[config.mk]
export PLATFORM = sky130hd
export DESIGN_NAME = pmx_port1_low
export DESIGN_NICKNAME = d
export VERILOG_FILES = /design/src/hdl/pmx_port1_low.v /design/src/hdl/pmx_sync3.v /design/src/hdl/pmx_pin_fn.v
export VERILOG_INCLUDE_DIRS = /design/src /design/src/hdl
export SDC_FILE = /design/constraint.sdc
export NUM_CORES = 1
export LEC_CHECK = 0
export ABC_AREA = 1
export BUFFER_PORTS_ARGS = -buffer_cell sky130_fd_sc_hd__clkbuf_2
export CORE_AREA = 2 2 102 104
export CTS_CLUSTER_DIAMETER = 60
export DETAILED_ROUTE_END_ITERATION = 10
export DIE_AREA = 0 0 104 106
export PLACE_DENSITY = 0.7
export SETUP_SLACK_MARGIN = 0.02
export SLEW_MARGIN = 20
export SYNTH_ARGS = -nofsm -noshare
export SYNTH_HDL_FRONTEND = slang
export SYNTH_HIERARCHICAL = 1
export SYNTH_SLANG_ARGS = --single-unit
[constraint.sdc]
create_clock -name pclk -period 3.6 [get_ports pclk]
set_input_delay 0.72 -clock pclk [delete_from_list [all_inputs] [get_ports pclk]]
set_output_delay 0.72 -clock pclk [all_outputs]
set_load 0.02 [all_outputs]
[src/hdl/pmx_consts.vh]
// Constants for the port 1 low-pin timer function selector.
// Assumes inclusion by the design files of this block only.
`ifndef PMX_CONSTS_VH
`define PMX_CONSTS_VH

// ==========================================================
// Register byte offsets on the APB
`define PMX_OFS_MODE      8'h00
`define PMX_OFS_IOCTL_HI  8'h04
`define PMX_OFS_IOCTL_LO  8'h08
`define PMX_OFS_CTRL0     8'h0c
`define PMX_OFS_PSC12     8'h10
`define PMX_OFS_DIR       8'h14
`define PMX_OFS_DATA      8'h18
`define PMX_OFS_PINS      8'h1c
`define PMX_OFS_FNSTAT    8'h20

// ==========================================================
// Field positions
`define PMX_MODE_BFA_BIT   4
`define PMX_MODE_BFB_BIT   5
`define PMX_CTRL_CCLR_LSB  5
`define PMX_PSC12_CH2_LSB  3
`define PMX_PSC12_PHC_BIT  6
`define PMX_FN_CAP_LSB     4
`define PMX_FN_ECA_BIT     8
`define PMX_FN_ECB_BIT     9

// ==========================================================
// Reset values
`define PMX_RST_4          4'h0
`define PMX_RST_8          8'h00

// ==========================================================
// Timer mode and field codes
`define PMX_MODE_NORMAL    4'h0
`define PMX_MODE_PWM1      4'h2
`define PMX_MODE_PWM2      4'h3
`define PMX_IOC_CAPTURE    2'h2
`define PMX_IOC_NOOUT      2'h0
`define PMX_CCLR_PIN0      3'h1
`define PMX_CCLR_PIN1      3'h2
`define PMX_CCLR_PIN2      3'h5
`define PMX_CCLR_PIN3      3'h6
`define PMX_PSC_EXT_A      3'h4
`define PMX_PSC_EXT_B      3'h5

`endif

[src/hdl/pmx_port1_low.v]
// Function selector for port 1 pins 0 to 3 shared with timer channel 0.
// Assumes an APB master on pclk and timer output levels from pclk logic.
`timescale 1ns/1ps
`include "pmx_consts.vh"

module pmx_port1_low (
    input  wire        pclk,                  // System clock, 100 MHz
    input  wire        presetn,               // Async reset, active low
    input  wire        psel,                  // APB select
    input  wire        penable,               // APB access phase
    input  wire        pwrite,                // APB write
    input  wire [7:0]  paddr,                 // APB byte address
    input  wire [31:0] pwdata,                // APB write data
    output wire        pready,                // APB ready
    output wire        pslverr,               // APB error, unmapped address
    output reg  [31:0] prdata,                // APB read data
    input  wire [3:0]  tmr0_capcmp_out,       // Timer output levels, A to D
    input  wire [3:0]  pin_in,                // Pin levels, pins 0 to 3
    output reg  [3:0]  pin_out,               // Pin drive levels
    output reg  [3:0]  pin_oe,                // Pin output enables
    output reg  [3:0]  tmr0_capcmp_pin,       // Capture input levels, A to D
    output reg  [3:0]  tmr0_capcmp_pin_sel,   // Capture source selected
    output reg         ext_timer_clock_a,     // External clock A from pin 2
    output reg         ext_timer_clock_b      // External clock B from pin 3
);

    // ==========================================================
    // Registers
    // Zero reset: every pin starts as an input
    reg  [5:0]  timer0_mode_register_q;       // Mode field and buffer modes
    reg  [7:0]  timer0_io_control_high_q;     // B and A I/O control
    reg  [7:0]  timer0_io_control_low_q;      // D and C I/O control
    reg  [7:0]  timer0_control_register_q;    // Clear select and prescaler
    reg  [6:0]  psc12_q;                      // Channel 1/2 prescalers, phase count
    reg  [3:0]  dir_q;                        // Direction bits
    reg  [3:0]  data_q;                       // Port data bits
    reg         ack_q;                        // Read data is loaded

    // ==========================================================
    // Decoded fields
    // Slices of the configuration words, then pin, clock and bus signals
    wire [3:0]  timer_mode_field;             // Channel 0 mode
    wire        buffer_mode_a;                // Buffer operation A
    wire        buffer_mode_b;                // Buffer operation B
    wire [3:0]  io_control_a_field;           // A I/O control
    wire [3:0]  io_control_b_field;           // B I/O control
    wire [3:0]  io_control_c_field;           // C I/O control
    wire [3:0]  io_control_d_field;           // D I/O control
    wire [2:0]  counter_clear_select;         // Channel 0 clear source
    wire [2:0]  prescaler_select0;            // Channel 0 prescaler
    wire [2:0]  prescaler_select1;            // Channel 1 prescaler
    wire [2:0]  prescaler_select2;            // Channel 2 prescaler
    wire        phase_count1;                 // Channel 1 phase counting
    wire [3:0]  tmr_sel;                      // Timer owns each pin
    wire [3:0]  cap_sel;                      // Capture source per pin
    wire        clk_a_en;                     // Pin 2 feeds clock A
    wire        clk_b_en;                     // Pin 3 feeds clock B
    wire [3:0]  pin_sync;                     // Filtered pin levels
    wire [3:0]  pin_state;                    // Readback port view
    wire        wr_en;                        // Write commits this edge
    wire        addr_ok;                      // Address is mapped
    reg  [31:0] rd_d;                         // Next read data

    // Mode word: mode, buffer A, buffer B
    // Control word: prescaler, counter clear
    // Word at 0x10: two prescalers, phase count
    assign timer_mode_field     = timer0_mode_register_q[3:0];
    assign buffer_mode_a        = timer0_mode_register_q[`PMX_MODE_BFA_BIT];
    assign buffer_mode_b        = timer0_mode_register_q[`PMX_MODE_BFB_BIT];
    assign io_control_a_field   = timer0_io_control_high_q[3:0];
    assign io_control_b_field   = timer0_io_control_high_q[7:4];
    assign io_control_c_field   = timer0_io_control_low_q[3:0];
    assign io_control_d_field   = timer0_io_control_low_q[7:4];
    assign prescaler_select0    = timer0_control_register_q[2:0];
    assign counter_clear_select = timer0_control_register_q[`PMX_CTRL_CCLR_LSB+2:`PMX_CTRL_CCLR_LSB];
    assign prescaler_select1    = psc12_q[2:0];
    assign prescaler_select2    = psc12_q[`PMX_PSC12_CH2_LSB+2:`PMX_PSC12_CH2_LSB];
    assign phase_count1         = psc12_q[`PMX_PSC12_PHC_BIT];

    // ==========================================================
    // Pin function decoders, one per pin
    // Pins 1 and 3 have no PWM mode 1 output
    // Only pin 2 heeds the buffer modes
    // Each pin has its own blocking clear code
    pmx_pin_fn #(
        .PWM1_OK    (1'b1),
        .BUF_GATE   (1'b0),
        .CCLR_BLOCK (`PMX_CCLR_PIN0)
    ) u_fn0 (
        .mode        (timer_mode_field),
        .ioc         (io_control_a_field),
        .cclr        (counter_clear_select),
        .buf_on      (1'b0),
        .tmr_out_sel (tmr_sel[0]),
        .cap_sel     (cap_sel[0])
    );

    pmx_pin_fn #(
        .PWM1_OK    (1'b0),
        .BUF_GATE   (1'b0),
        .CCLR_BLOCK (`PMX_CCLR_PIN1)
    ) u_fn1 (
        .mode        (timer_mode_field),
        .ioc         (io_control_b_field),
        .cclr        (counter_clear_select),
        .buf_on      (1'b0),
        .tmr_out_sel (tmr_sel[1]),
        .cap_sel     (cap_sel[1])
    );

    pmx_pin_fn #(
        .PWM1_OK    (1'b1),
        .BUF_GATE   (1'b1),
        .CCLR_BLOCK (`PMX_CCLR_PIN2)
    ) u_fn2 (
        .mode        (timer_mode_field),
        .ioc         (io_control_c_field),
        .cclr        (counter_clear_select),
        .buf_on      (buffer_mode_a | buffer_mode_b),
        .tmr_out_sel (tmr_sel[2]),
        .cap_sel     (cap_sel[2])
    );

    pmx_pin_fn #(
        .PWM1_OK    (1'b0),
        .BUF_GATE   (1'b0),
        .CCLR_BLOCK (`PMX_CCLR_PIN3)
    ) u_fn3 (
        .mode        (timer_mode_field),
        .ioc         (io_control_d_field),
        .cclr        (counter_clear_select),
        .buf_on      (1'b0),
        .tmr_out_sel (tmr_sel[3]),
        .cap_sel     (cap_sel[3])
    );

    // ==========================================================
    // External clock selection from any channel's prescaler
    // Phase counting claims both clock pins
    // Enables stay combinational here
    assign clk_a_en = (prescaler_select0 == `PMX_PSC_EXT_A) ||
                      (prescaler_select1 == `PMX_PSC_EXT_A) ||
                      (prescaler_select2 == `PMX_PSC_EXT_A) ||
                      phase_count1;
    assign clk_b_en = (prescaler_select0 == `PMX_PSC_EXT_B) ||
                      (prescaler_select1 == `PMX_PSC_EXT_B) ||
                      (prescaler_select2 == `PMX_PSC_EXT_B) ||
                      phase_count1;

    // ==========================================================
    // Pin input synchroniser
    // Keeps metastability off capture paths
    // Price: five edges from pin to timer
    pmx_sync3 #(
        .WIDTH (4)
    ) u_sync (
        .pclk     (pclk),
        .presetn  (presetn),
        .async_in (pin_in),
        .level_q  (pin_sync)
    );

    // ==========================================================
    // Pin drive; timer output overrides data and direction
    // Registered so pins never glitch
    // Reset leaves every pin undriven
    always @(posedge pclk or negedge presetn) begin
        if (!presetn) begin
            pin_out <= `PMX_RST_4;
            pin_oe  <= `PMX_RST_4;
        end else begin
            pin_out <= (tmr_sel & tmr0_capcmp_out) | (~tmr_sel & data_q);
            pin_oe  <= tmr_sel | dir_q;
        end
    end

    // ==========================================================
    // Capture and clock inputs, sampled from the filtered pin
    // Unselected lines sit low: no stray edge
    always @(posedge pclk or negedge presetn) begin
        if (!presetn) begin
            tmr0_capcmp_pin     <= `PMX_RST_4;
            tmr0_capcmp_pin_sel <= `PMX_RST_4;
            ext_timer_clock_a   <= 1'b0;
            ext_timer_clock_b   <= 1'b0;
        end else begin
            tmr0_capcmp_pin     <= cap_sel & pin_sync;
            tmr0_capcmp_pin_sel <= cap_sel;
            ext_timer_clock_a   <= clk_a_en & pin_sync[2];
            ext_timer_clock_b   <= clk_b_en & pin_sync[3];
        end
    end

    // ==========================================================
    // Port view: data bit for outputs, pin level for inputs
    // Timer-owned pins still read via direction
    assign pin_state = (dir_q & data_q) | (~dir_q & pin_sync);

    // ==========================================================
    // APB handshake: one wait cycle while read data is loaded
    // Unmapped addresses get an error, no hang
    // Writes need a mapped, completing access
    assign addr_ok = (paddr == `PMX_OFS_MODE)     || (paddr == `PMX_OFS_IOCTL_HI) ||
                     (paddr == `PMX_OFS_IOCTL_LO) || (paddr == `PMX_OFS_CTRL0)    ||
                     (paddr == `PMX_OFS_PSC12)    || (paddr == `PMX_OFS_DIR)      ||
                     (paddr == `PMX_OFS_DATA)     || (paddr == `PMX_OFS_PINS)     ||
                     (paddr == `PMX_OFS_FNSTAT);
    assign pready  = psel & penable & ack_q;
    assign pslverr = pready & ~addr_ok;
    assign wr_en   = pready & pwrite & addr_ok;

    // Ack goes high after the first access cycle, low on completion
    // Clearing on completion allows back to back
    always @(posedge pclk or negedge presetn) begin
        if (!presetn) begin
            ack_q <= 1'b0;
        end else if (pready) begin
            ack_q <= 1'b0;
        end else begin
            ack_q <= psel & penable;
        end
    end

    // ==========================================================
    // Read multiplexer
    // Unused upper bits read as zero
    always @* begin
        rd_d = 32'h0000_0000;
        case (paddr)
            `PMX_OFS_MODE:     rd_d[5:0] = timer0_mode_register_q;
            `PMX_OFS_IOCTL_HI: rd_d[7:0] = timer0_io_control_high_q;
            `PMX_OFS_IOCTL_LO: rd_d[7:0] = timer0_io_control_low_q;
            `PMX_OFS_CTRL0:    rd_d[7:0] = timer0_control_register_q;
            `PMX_OFS_PSC12:    rd_d[6:0] = psc12_q;
            `PMX_OFS_DIR:      rd_d[3:0] = dir_q;
            `PMX_OFS_DATA:     rd_d[3:0] = data_q;
            `PMX_OFS_PINS:     rd_d[3:0] = pin_state;
            `PMX_OFS_FNSTAT: begin
                rd_d[3:0]                               = tmr_sel;
                rd_d[`PMX_FN_CAP_LSB+3:`PMX_FN_CAP_LSB] = cap_sel;
                rd_d[`PMX_FN_ECA_BIT]                   = clk_a_en;
                rd_d[`PMX_FN_ECB_BIT]                   = clk_b_en;
            end
            default:           rd_d = 32'h0000_0000;
        endcase
    end

    // Read data loads in the first access cycle of a read
    // Loaded once, steady while pready is high
    always @(posedge pclk or negedge presetn) begin
        if (!presetn) begin
            prdata <= 32'h0000_0000;
        end else if (psel & penable & ~pwrite & ~ack_q) begin
            prdata <= rd_d;
        end
    end

    // ==========================================================
    // Register writes, taken at the completing edge only
    // Bits above a register's width are dropped
    // Unmapped writes change nothing
    always @(posedge pclk or negedge presetn) begin
        if (!presetn) begin
            timer0_mode_register_q    <= 6'h00;
            timer0_io_control_high_q  <= `PMX_RST_8;
            timer0_io_control_low_q   <= `PMX_RST_8;
            timer0_control_register_q <= `PMX_RST_8;
            psc12_q                   <= 7'h00;
            dir_q                     <= `PMX_RST_4;
            data_q                    <= `PMX_RST_4;
        end else if (wr_en) begin
            case (paddr)
                `PMX_OFS_MODE:     timer0_mode_register_q    <= pwdata[5:0];
                `PMX_OFS_IOCTL_HI: timer0_io_control_high_q  <= pwdata[7:0];
                `PMX_OFS_IOCTL_LO: timer0_io_control_low_q   <= pwdata[7:0];
                `PMX_OFS_CTRL0:    timer0_control_register_q <= pwdata[7:0];
                `PMX_OFS_PSC12:    psc12_q                   <= pwdata[6:0];
                `PMX_OFS_DIR:      dir_q                     <= pwdata[3:0];
                `PMX_OFS_DATA:     data_q                    <= pwdata[3:0];
                default: begin
                    // Read-only and status offsets ignore writes
                end
            endcase
        end
    end

endmodule // pmx_port1_low

[src/hdl/pmx_sync3.v]
// Three-stage synchroniser with agreement filter for pin levels.
// Assumes asynchronous inputs and a single pclk domain.
`timescale 1ns/1ps

module pmx_sync3 #(
    parameter WIDTH = 4                       // Number of pins
) (
    input  wire             pclk,             // System clock
    input  wire             presetn,          // Async reset, active low
    input  wire [WIDTH-1:0] async_in,         // Raw pin levels
    output reg  [WIDTH-1:0] level_q           // Filtered level
);

    reg [WIDTH-1:0] s1_q;                     // First stage, read by s2 only
    reg [WIDTH-1:0] s2_q;                     // Second stage
    reg [WIDTH-1:0] s3_q;                     // Third stage
    integer         i;                        // Bit index

    // ==========================================================
    // Shift chain; a change counts once stages two and three agree
    always @(posedge pclk or negedge presetn) begin
        if (!presetn) begin
            s1_q    <= {WIDTH{1'b0}};
            s2_q    <= {WIDTH{1'b0}};
            s3_q    <= {WIDTH{1'b0}};
            level_q <= {WIDTH{1'b0}};
        end else begin
            s1_q <= async_in;
            s2_q <= s1_q;
            s3_q <= s2_q;
            for (i = 0; i < WIDTH; i = i + 1) begin
                // Keep old level while stages disagree
                if (s2_q[i] == s3_q[i]) begin
                    level_q[i] <= s3_q[i];
                end
            end
        end
    end

endmodule // pmx_sync3

[src/hdl/pmx_pin_fn.v]
// Per-pin decode of the timer channel 0 settings into pin functions.
// Assumes stable register fields from the same clock domain.
`timescale 1ns/1ps
`include "pmx_consts.vh"

module pmx_pin_fn #(
    parameter       PWM1_OK    = 1'b0,        // Pin may carry PWM mode 1 output
    parameter       BUF_GATE   = 1'b0,        // Buffer modes suppress output
    parameter [2:0] CCLR_BLOCK = 3'h0         // Clear source blocking PWM mode 2
) (
    input  wire [3:0] mode,                   // Timer mode field
    input  wire [3:0] ioc,                    // This pin's I/O control field
    input  wire [2:0] cclr,                   // Counter clear select
    input  wire       buf_on,                 // Either buffer mode set
    output wire       tmr_out_sel,            // Timer drives the pin
    output wire       cap_sel                 // Pin is capture source
);

    wire ioc_drives;                          // Control is not xx00
    wire cmp_sel;                             // Compare output selected
    wire pwm1_sel;                            // PWM mode 1 selected
    wire pwm2_sel;                            // PWM mode 2 selected

    // ==========================================================
    // Output function decode
    assign ioc_drives = (ioc[1:0] != `PMX_IOC_NOOUT);
    // Codes 0001-0011 and 0101-0111 drive compare output
    assign cmp_sel    = (mode == `PMX_MODE_NORMAL) && !ioc[3] && ioc_drives;
    assign pwm1_sel   = PWM1_OK && (mode == `PMX_MODE_PWM1) && ioc_drives;
    assign pwm2_sel   = (mode == `PMX_MODE_PWM2) && ioc_drives && (cclr != CCLR_BLOCK);
    // Buffer operation returns the pin to general use
    assign tmr_out_sel = (cmp_sel || pwm1_sel || pwm2_sel) && !(BUF_GATE && buf_on);

    // ==========================================================
    // Capture source decode, code 10xx in normal mode
    assign cap_sel = (mode == `PMX_MODE_NORMAL) && (ioc[3:2] == `PMX_IOC_CAPTURE);

endmodule // pmx_pin_fn

==> reports/qor.csv, run 1 <==
stage,metric,value,unit
run_status,status,completed,
critical_path,Crit Path Max Fanout,11,
critical_path,worst path required time,2.88,ns
clocking,CTS buffer count,9,
timing,RSZ-0062 raised after global routing,false,
floorplan,die area,11000,sq um
yosys,register bit total from synthesis,90,
routing,drt first pass iters,6,
yosys,Main synth FF type,dfrtp_1,
clocking,worst-skew pair later-pin latency,0.37,ns
clocking,root buf cell,clkbuf_8,
place,IO buf count,58,
yosys,Compound-Gate Fraction of Synth Area,3.81,%
place,routability cong.,0.877,
cells_and_area,share of cells above drive strength 1,19.6,%
floorplan,Initial Util,45.7,%
routing,DRC Markers,0,
yosys,Post-synth EDFFs,0,
clocking,CTS Buffer Depth,2,
clocking,PostCTS Resize Cnt,0,
routing,WL/cell,14.0,um
floorplan,Boundary Pins,105,
global_route,GRT Total Usage,20.8,%
timing,Max Freq,0.359,GHz
cells_and_area,filler instances,1002,
place,Post-DP HPWL,8000,um
power,Leak Pwr,2.73,nW
yosys,Synth Area per Inst,8.06,sq um
critical_path,CP Launch Point,paddr[0],
yosys,Synth cell types,33,
timing,Slew HR,49.4,%
cells_and_area,Final Cell Area,5090,sq um
timing,Tmin final,2.79,ns
cells_and_area,multi-input logic area,1910,sq um
power,Worst IR Drop VDD,0.194,mV
clocking,Post-CTS Setup Bufs,0,
floorplan,Core Rows,37,
yosys,Yosys top cell area share,49.3,%
timing,Hold WS,0.319,ns
timing,setup tns final,0,ns
routing,drt initial violations,360,
power,Pwr per Cell Area,363,nW/um^2
clocking,Clock Sinks,90,
clocking,Hold Buf Count CTS,0,
routing,via density per instance,5.09,
critical_path,critical path arrival,2.07,ns
clocking,"Clk pin slew, worst setup/hold paths",0.10,ns
place,Placement Cell Area,4910,sq um
global_route,first-pass GRT wire length,18100,um
yosys,xor/xnor share of the synthesized area,0,%
cells_and_area,FF+latch area,2250,sq um
job,max cap viols,0,
global_route,antenna violations before repair,0,
global_route,grt ovf,0,
floorplan,chip width,104,um
yosys,cell count after synthesis,567,
critical_path,critical setup path kind,in -> out,
yosys,"area leader, netlist",dfrtp_1,
timing,worst-margin pin slew,0.759,ns
yosys,Synth area leaders,"dfrtp_1, nand2_1, nand4_1",
critical_path,Reg-to-Reg End,prdata[2],
cells_and_area,area grow syn2layout,11.5,%
cells_and_area,final net count,682,
critical_path,R2R depth,9,
yosys,adder-cell share of the synthesized area,0,%
global_route,vias in the first global route,3666,
yosys,synth cell count leaders,"nand2_1, dfrtp_1, inv_1",
critical_path,crit start category,input pin,
yosys,sequential-to-total area share from yosys stat,49.3,%
timing,Final Setup Violations,0,
timing,skew final,0.00867,ns
routing,Detailed Route WL,10800,um
min_path,worst min path class,in -> async,
yosys,largest family of logic cells by synthesized area,simple AND/OR/NAND/NOR gates,
clocking,htree depth,3,
yosys,Synth async-reset ratio,100,%
critical_path,flop-to-flop setup slack,1.89,ns
critical_path,R2R Path Start,timer0_mode_register_q[4],
yosys,post-synthesis mux area share,1.73,%
routing,ANT nets after route,0,
timing,"Hold Vio Cnt, Final",0,
routing,via count,3922,
global_route,largest net degree at the start of global routing,44,
critical_path,Setup crit end kind,primary output,
clocking,CTS tree,yes,
timing,Final Max Slew Viols,0,
yosys,"count leader, synth",nand2_1,
yosys,Synth warnings,6,
floorplan,CORE AREA,10000,sq um
yosys,Mapped Area,4570,sq um
floorplan,chip height,106,um
cells_and_area,antenna fix cells,0,
timing,period utilisation layout,77.4,%
yosys,Simple-Gate Fraction of Synth Area,34.5,%
==> critical path, stage by stage <==
cell	delay [ns]
clkbuf_2	0.10
inv_2	0.03
nand2_1	0.14
nor2_2	0.06
buf_4	0.18
nand2_1	0.17
nand3_1	0.12
nor2_2	0.14
nand2_4	0.08
nor3_1	0.13
clkbuf_2	0.19
==> cell families after synthesis <==
family,count (synthesis)
AO/OA/AOI/OAI,33
buffers and inverters,95
flip-flops,90
multiplexers,7
other,1
AND/OR/NAND/NOR,341
==> state kept, by name, summed over array words and instances (netlist names), 4 cells and up <==
signal	cells
data_q	4
dir_q	4
pin_oe	4
pin_out	4
prdata	10
psc12_q	7
timer0_control_register_q	8
timer0_io_control_high_q	8
timer0_io_control_low_q	8
timer0_mode_register_q	6
tmr0_capcmp_pin	4
tmr0_capcmp_pin_sel	4
u_sync/level_q	4
u_sync/s1_q	4
u_sync/s2_q	4
u_sync/s3_q	4
==> where the power goes <==
group | leakage [nW] | switching, mW | internal [mW]
registers | 1.20 | 0.0130 | 1.03
logic | 1.44 | 0.109 | 0.0352
clock network | 0.0891 | 0.384 | 0.276
total | 2.73 | 0.505 | 1.34
==> layout by cell type (no fill, tap or decap), drive strengths merged <==
master      n
inv        60
nand3      35
conb       22
a21oi      17
mux2        7
nor3        6
nand2     192
nor2       57
clkbuf     67
clkinvlp    2
nand3b      5
clkinv      3
buf         9
and2        1
o21ai      14
a211oi      1
o31ai       1
or2         4
dfrtp      90
nor4        1
nand4      40
==> through the flow <==
| stage | power (mW) | setup WS [ns] | util, % | instances |
|---|---|---|---|---|
| finish | 1.85 | 0.812 | 50.9 | 770 |
| detailed placement | 1.21 | 0.842 | 49.1 | 754 |
| global route | 1.93 | 0.701 | 50.9 | 770 |
| global placement | 1.20 | 0.859 | 49.1 | 754 |
| floorplan | 1.16 | 0.895 | - | 588 |
| CTS | 1.86 | 0.834 | 50.9 | 770 |
==> per-layer routing <==
layer  track usage, %  routed length, um  up-vias
li1                 -                  -     1898
met1             28.1               4650     1835
met2             33.5               5190      170
met3             4.17                754       19
met4             7.72                217        0
met5                0                  0        -
==> cell type report <==
class                   count  share of cell area (%)
clock inverters             6                   0.983
repair buffers             66                    6.93
inverters                  59                    4.35
multi-input cells         403                    37.5
well taps                 136                    3.34
flip-flops and latches     90                    44.2
clock buffers              10                    2.70
==> worst max path at each step <==
stage,end,slack (ns),cells after the start
after detailed placement,pslverr,0.84,11
final,pslverr,0.81,11
after global placement,pslverr,0.86,11
after global routing,pslverr,0.70,11
after floorplan,pslverr,0.90,9
after CTS,pslverr,0.83,11
No activity file was read; power rests on OpenSTA's default activity.
==> inputs of run 2 (changes only) <==
--- a/config.mk
+++ b/config.mk
@@ -6,13 +6,13 @@
 export SDC_FILE = /design/constraint.sdc
 export NUM_CORES = 1
 export LEC_CHECK = 0
-export ABC_AREA = 1
+export ABC_AREA = 0
 export BUFFER_PORTS_ARGS = -buffer_cell sky130_fd_sc_hd__clkbuf_2
-export CORE_AREA = 2 2 102 104
+export CORE_AREA = 2 2 98 100
 export CTS_CLUSTER_DIAMETER = 60
 export DETAILED_ROUTE_END_ITERATION = 10
-export DIE_AREA = 0 0 104 106
-export PLACE_DENSITY = 0.7
+export DIE_AREA = 0 0 100 102
+export PLACE_DENSITY = 0.74
 export SETUP_SLACK_MARGIN = 0.02
 export SLEW_MARGIN = 20
 export SYNTH_ARGS = -nofsm -noshare
==> constraint.sdc (replaced) <==
create_clock -name pclk -period 2.3 [get_ports pclk]
set_input_delay 0.46 -clock pclk [delete_from_list [all_inputs] [get_ports pclk]]
set_output_delay 0.46 -clock pclk [all_outputs]
set_load 0.02 [all_outputs]
==> run 2 against run 1 <==
  * Clock skew is 0.0019 ns lower
  * Clock power increased by 75%
  * Combinational power rose by 45%
  * Setup slack worse by 0.55 ns
  * Power rose by 61%
  * Sequential cell count is the same
  * Via count decreased by 21%
  * Register-to-register slack lost 1.6 ns
  * Synthesized area decreased by 7.3%
  * Sequential power rose by 56%
  * Global-route usage is 0.96 points lower
==> reports/qor.csv, run 2 <==
stage,metric,value,unit
cells_and_area,"commonest non-fill, non-tap cell in the layout",dfrtp_1,
yosys,Post-synth EDFFs,0,
clocking,CTS tree,yes,
cells_and_area,fin util,53.4,%
timing,Tmin final,2.03,ns
cells_and_area,area grow syn2layout,15.0,%
routing,via count,3080,
critical_path,worst path required time,2.59,ns
clocking,root buf cell,clkbuf_8,
floorplan,Initial Util,46.5,%
floorplan,Core Rows,35,
cells_and_area,filler instances,761,
clocking,CTS Buffer Depth,2,
min_path,worst min path class,in -> async,
yosys,Synth Area per Inst,12.1,sq um
global_route,GRT Total Usage,19.9,%
floorplan,die area,10200,sq um
power,Worst IR Drop VDD,0.308,mV
timing,RSZ-0062 raised after global routing,false,
yosys,Synth area leaders,"dfrtp_1, mux2_2, buf_4",
yosys,sequential-to-total area share from yosys stat,53.2,%
global_route,grt ovf,0,
critical_path,critical path arrival,2.33,ns
yosys,synth cell count leaders,"dfrtp_1, mux2_2, buf_4",
yosys,"count leader, synth",dfrtp_1,
timing,skew final,0.00680,ns
routing,drt first pass iters,5,
yosys,Synth cell types,54,
timing,Slew HR,64.8,%
routing,via density per instance,5.71,
cells_and_area,final net count,476,
routing,drt initial violations,187,
routing,WL/cell,17.9,um
critical_path,Crit Path Max Fanout,14,
cells_and_area,"non-filler cells, final",539,
cells_and_area,max FFs per register,10,
critical_path,R2R Path Start,timer0_mode_register_q[0],
cells_and_area,antenna fix cells,0,
floorplan,CORE AREA,9110,sq um
clocking,CTS buffer count,9,
place,routability cong.,0.886,
timing,Final Setup Violations,0,
place,Post-DP HPWL,7090,um
power,Pwr per Cell Area,612,nW/um^2
critical_path,CP Launch Point,timer0_mode_register_q[0],
timing,period utilisation layout,88.4,%
yosys,Synth warnings,6,
power,Leak Pwr,2.40,nW
timing,setup tns final,0,ns
timing,Hold WS,0.0609,ns
timing,Max Freq,0.492,GHz
timing,Final Max Slew Viols,0,
routing,Highest Signal Layer,met4,
critical_path,crit start category,register,
place,dpl ws,0.198,ns
timing,"Hold Vio Cnt, Final",0,
job,max cap viols,0,
clocking,Hold Buf Count CTS,0,
global_route,first-pass GRT wire length,15500,um
floorplan,chip height,102,um
global_route,vias in the first global route,3031,
yosys,"area leader, netlist",dfrtp_1,
cells_and_area,FF+latch area,2250,sq um
cells_and_area,share of cells above drive strength 1,38.3,%
clocking,PostCTS Resize Cnt,0,
clocking,worst-skew pair later-pin latency,0.36,ns
clocking,Post-CTS Setup Bufs,0,
floorplan,Boundary Pins,105,
cells_and_area,most frequent cells in the layout,"dfrtp_1, clkbuf_2, mux2_2, conb_1, nand2_1",
global_route,antenna violations before repair,0,
timing,worst-margin pin slew,0.529,ns
critical_path,R2R depth,6,
critical_path,flop-to-flop setup slack,0.27,ns
yosys,Yosys top cell area share,53.2,%
yosys,Mapped Area,4230,sq um
cells_and_area,Biggest register,prdata,
yosys,Main synth FF type,dfrtp_1,
timing,final worst slack,0.266,ns
routing,wl on met1,4190,um
critical_path,Setup crit end kind,register,
clocking,htree depth,3,
place,Placed Instances,523,
routing,Detailed Route WL,9650,um
critical_path,Reg-to-Reg End,prdata[0],
yosys,register bit total from synthesis,90,
routing,met2 wire len,4640,um
place,IO buf count,58,
yosys,cell count after synthesis,351,
critical_path,crit path capture,prdata[0],
critical_path,critical setup path kind,reg -> reg,
clocking,"Clk pin slew, worst setup/hold paths",0.08,ns
routing,metal3 WL,607,um
yosys,Synth async-reset ratio,100,%
run_status,status,completed,
clocking,Clock Sinks,90,
routing,ANT nets after route,0,
cells_and_area,multi-input logic area,1840,sq um
floorplan,chip width,100,um
routing,DRC Markers,0,
global_route,largest net degree at the start of global routing,50,
## run 2: cell types whose count changed in the layout (fill, tap and decap cells not counted), moves of 9 or more
| cell | previous run | this run |
|---|---|---|
| inv_1 | 51 | 3 |
| nand2_1 | 190 | 18 |
| nor2_2 | 10 | 1 |
| nand4_1 | 40 | 3 |
| nor2_1 | 45 | 7 |
| mux2_2 | 6 | 52 |
| nand3_1 | 28 | 4 |
| a22oi_1 | 0 | 10 |
## run 2: routing by layer
| metal | vias up | GRT usage, % |
|---|---|---|
| met5 | - | 0 |
| met3 | 19 | 3.28 |
| met1 | 1546 | 26.3 |
| met2 | 129 | 32.8 |
| li1 | 1386 | - |
| met4 | 0 | 8.32 |
## run 2: worst min path at each step
stage,start,end,cells after the start
floorplan,presetn,ack_q,0
global placement,u_sync/s1_q[1],u_sync/s2_q[1],0
detailed placement,u_sync/s1_q[2],u_sync/s2_q[2],0
CTS,presetn,pin_oe[1],1
global route,presetn,u_sync/s1_q[1],1
finish,presetn,u_sync/s1_q[0],1
## run 2: cell type report
type	instances	area share (%)
Clock inverter	3	0.951
Inverter	3	0.231
Sequential cell	90	46.3
Tap cell	111	2.85
Timing Repair Buffer	72	8.43
Multi-Input combinational cell	247	37.8
Clock buffer	13	3.47
## run 2: kinds of logic after synthesis
| logic type | Yosys count | synth area share (%) |
|---|---|---|
| and+or+nand+nor | 100 | 15.5 |
| DFF | 90 | 53.2 |
| AOI/OAI and AO/OA | 62 | 9.43 |
| muxes | 59 | 15.5 |
| buffers and inverters | 35 | 5.20 |
| adders and majority gates | 4 | 1.06 |
| other | 1 | 0.0886 |
## run 2: where the power goes
part	switching (mW)	internal [mW]	total (mW)
Clock	0.557	0.594	1.15
Combinational	0.147	0.0618	0.209
Sequential	0.0156	1.60	1.62
Total	0.720	2.26	2.98
## run 2: worst max-delay path: stages (launching register included)
cell      delay [ns]
dfrtp_1         0.57
and4bb_1        0.31
nor4_2          0.47
mux2i_1         0.18
nor3_1          0.19
a221oi_1        0.08
a21oi_1         0.17
## run 2: metrics by stage
step                      total power [mW]  instance area (sq um)
after CTS                             2.99                   4870
final                                 2.98                   4870
after global placement                1.86                   4650
after global routing                  3.07                   4870
after floorplan                       1.78                   4310
after detailed placement              1.86                   4650
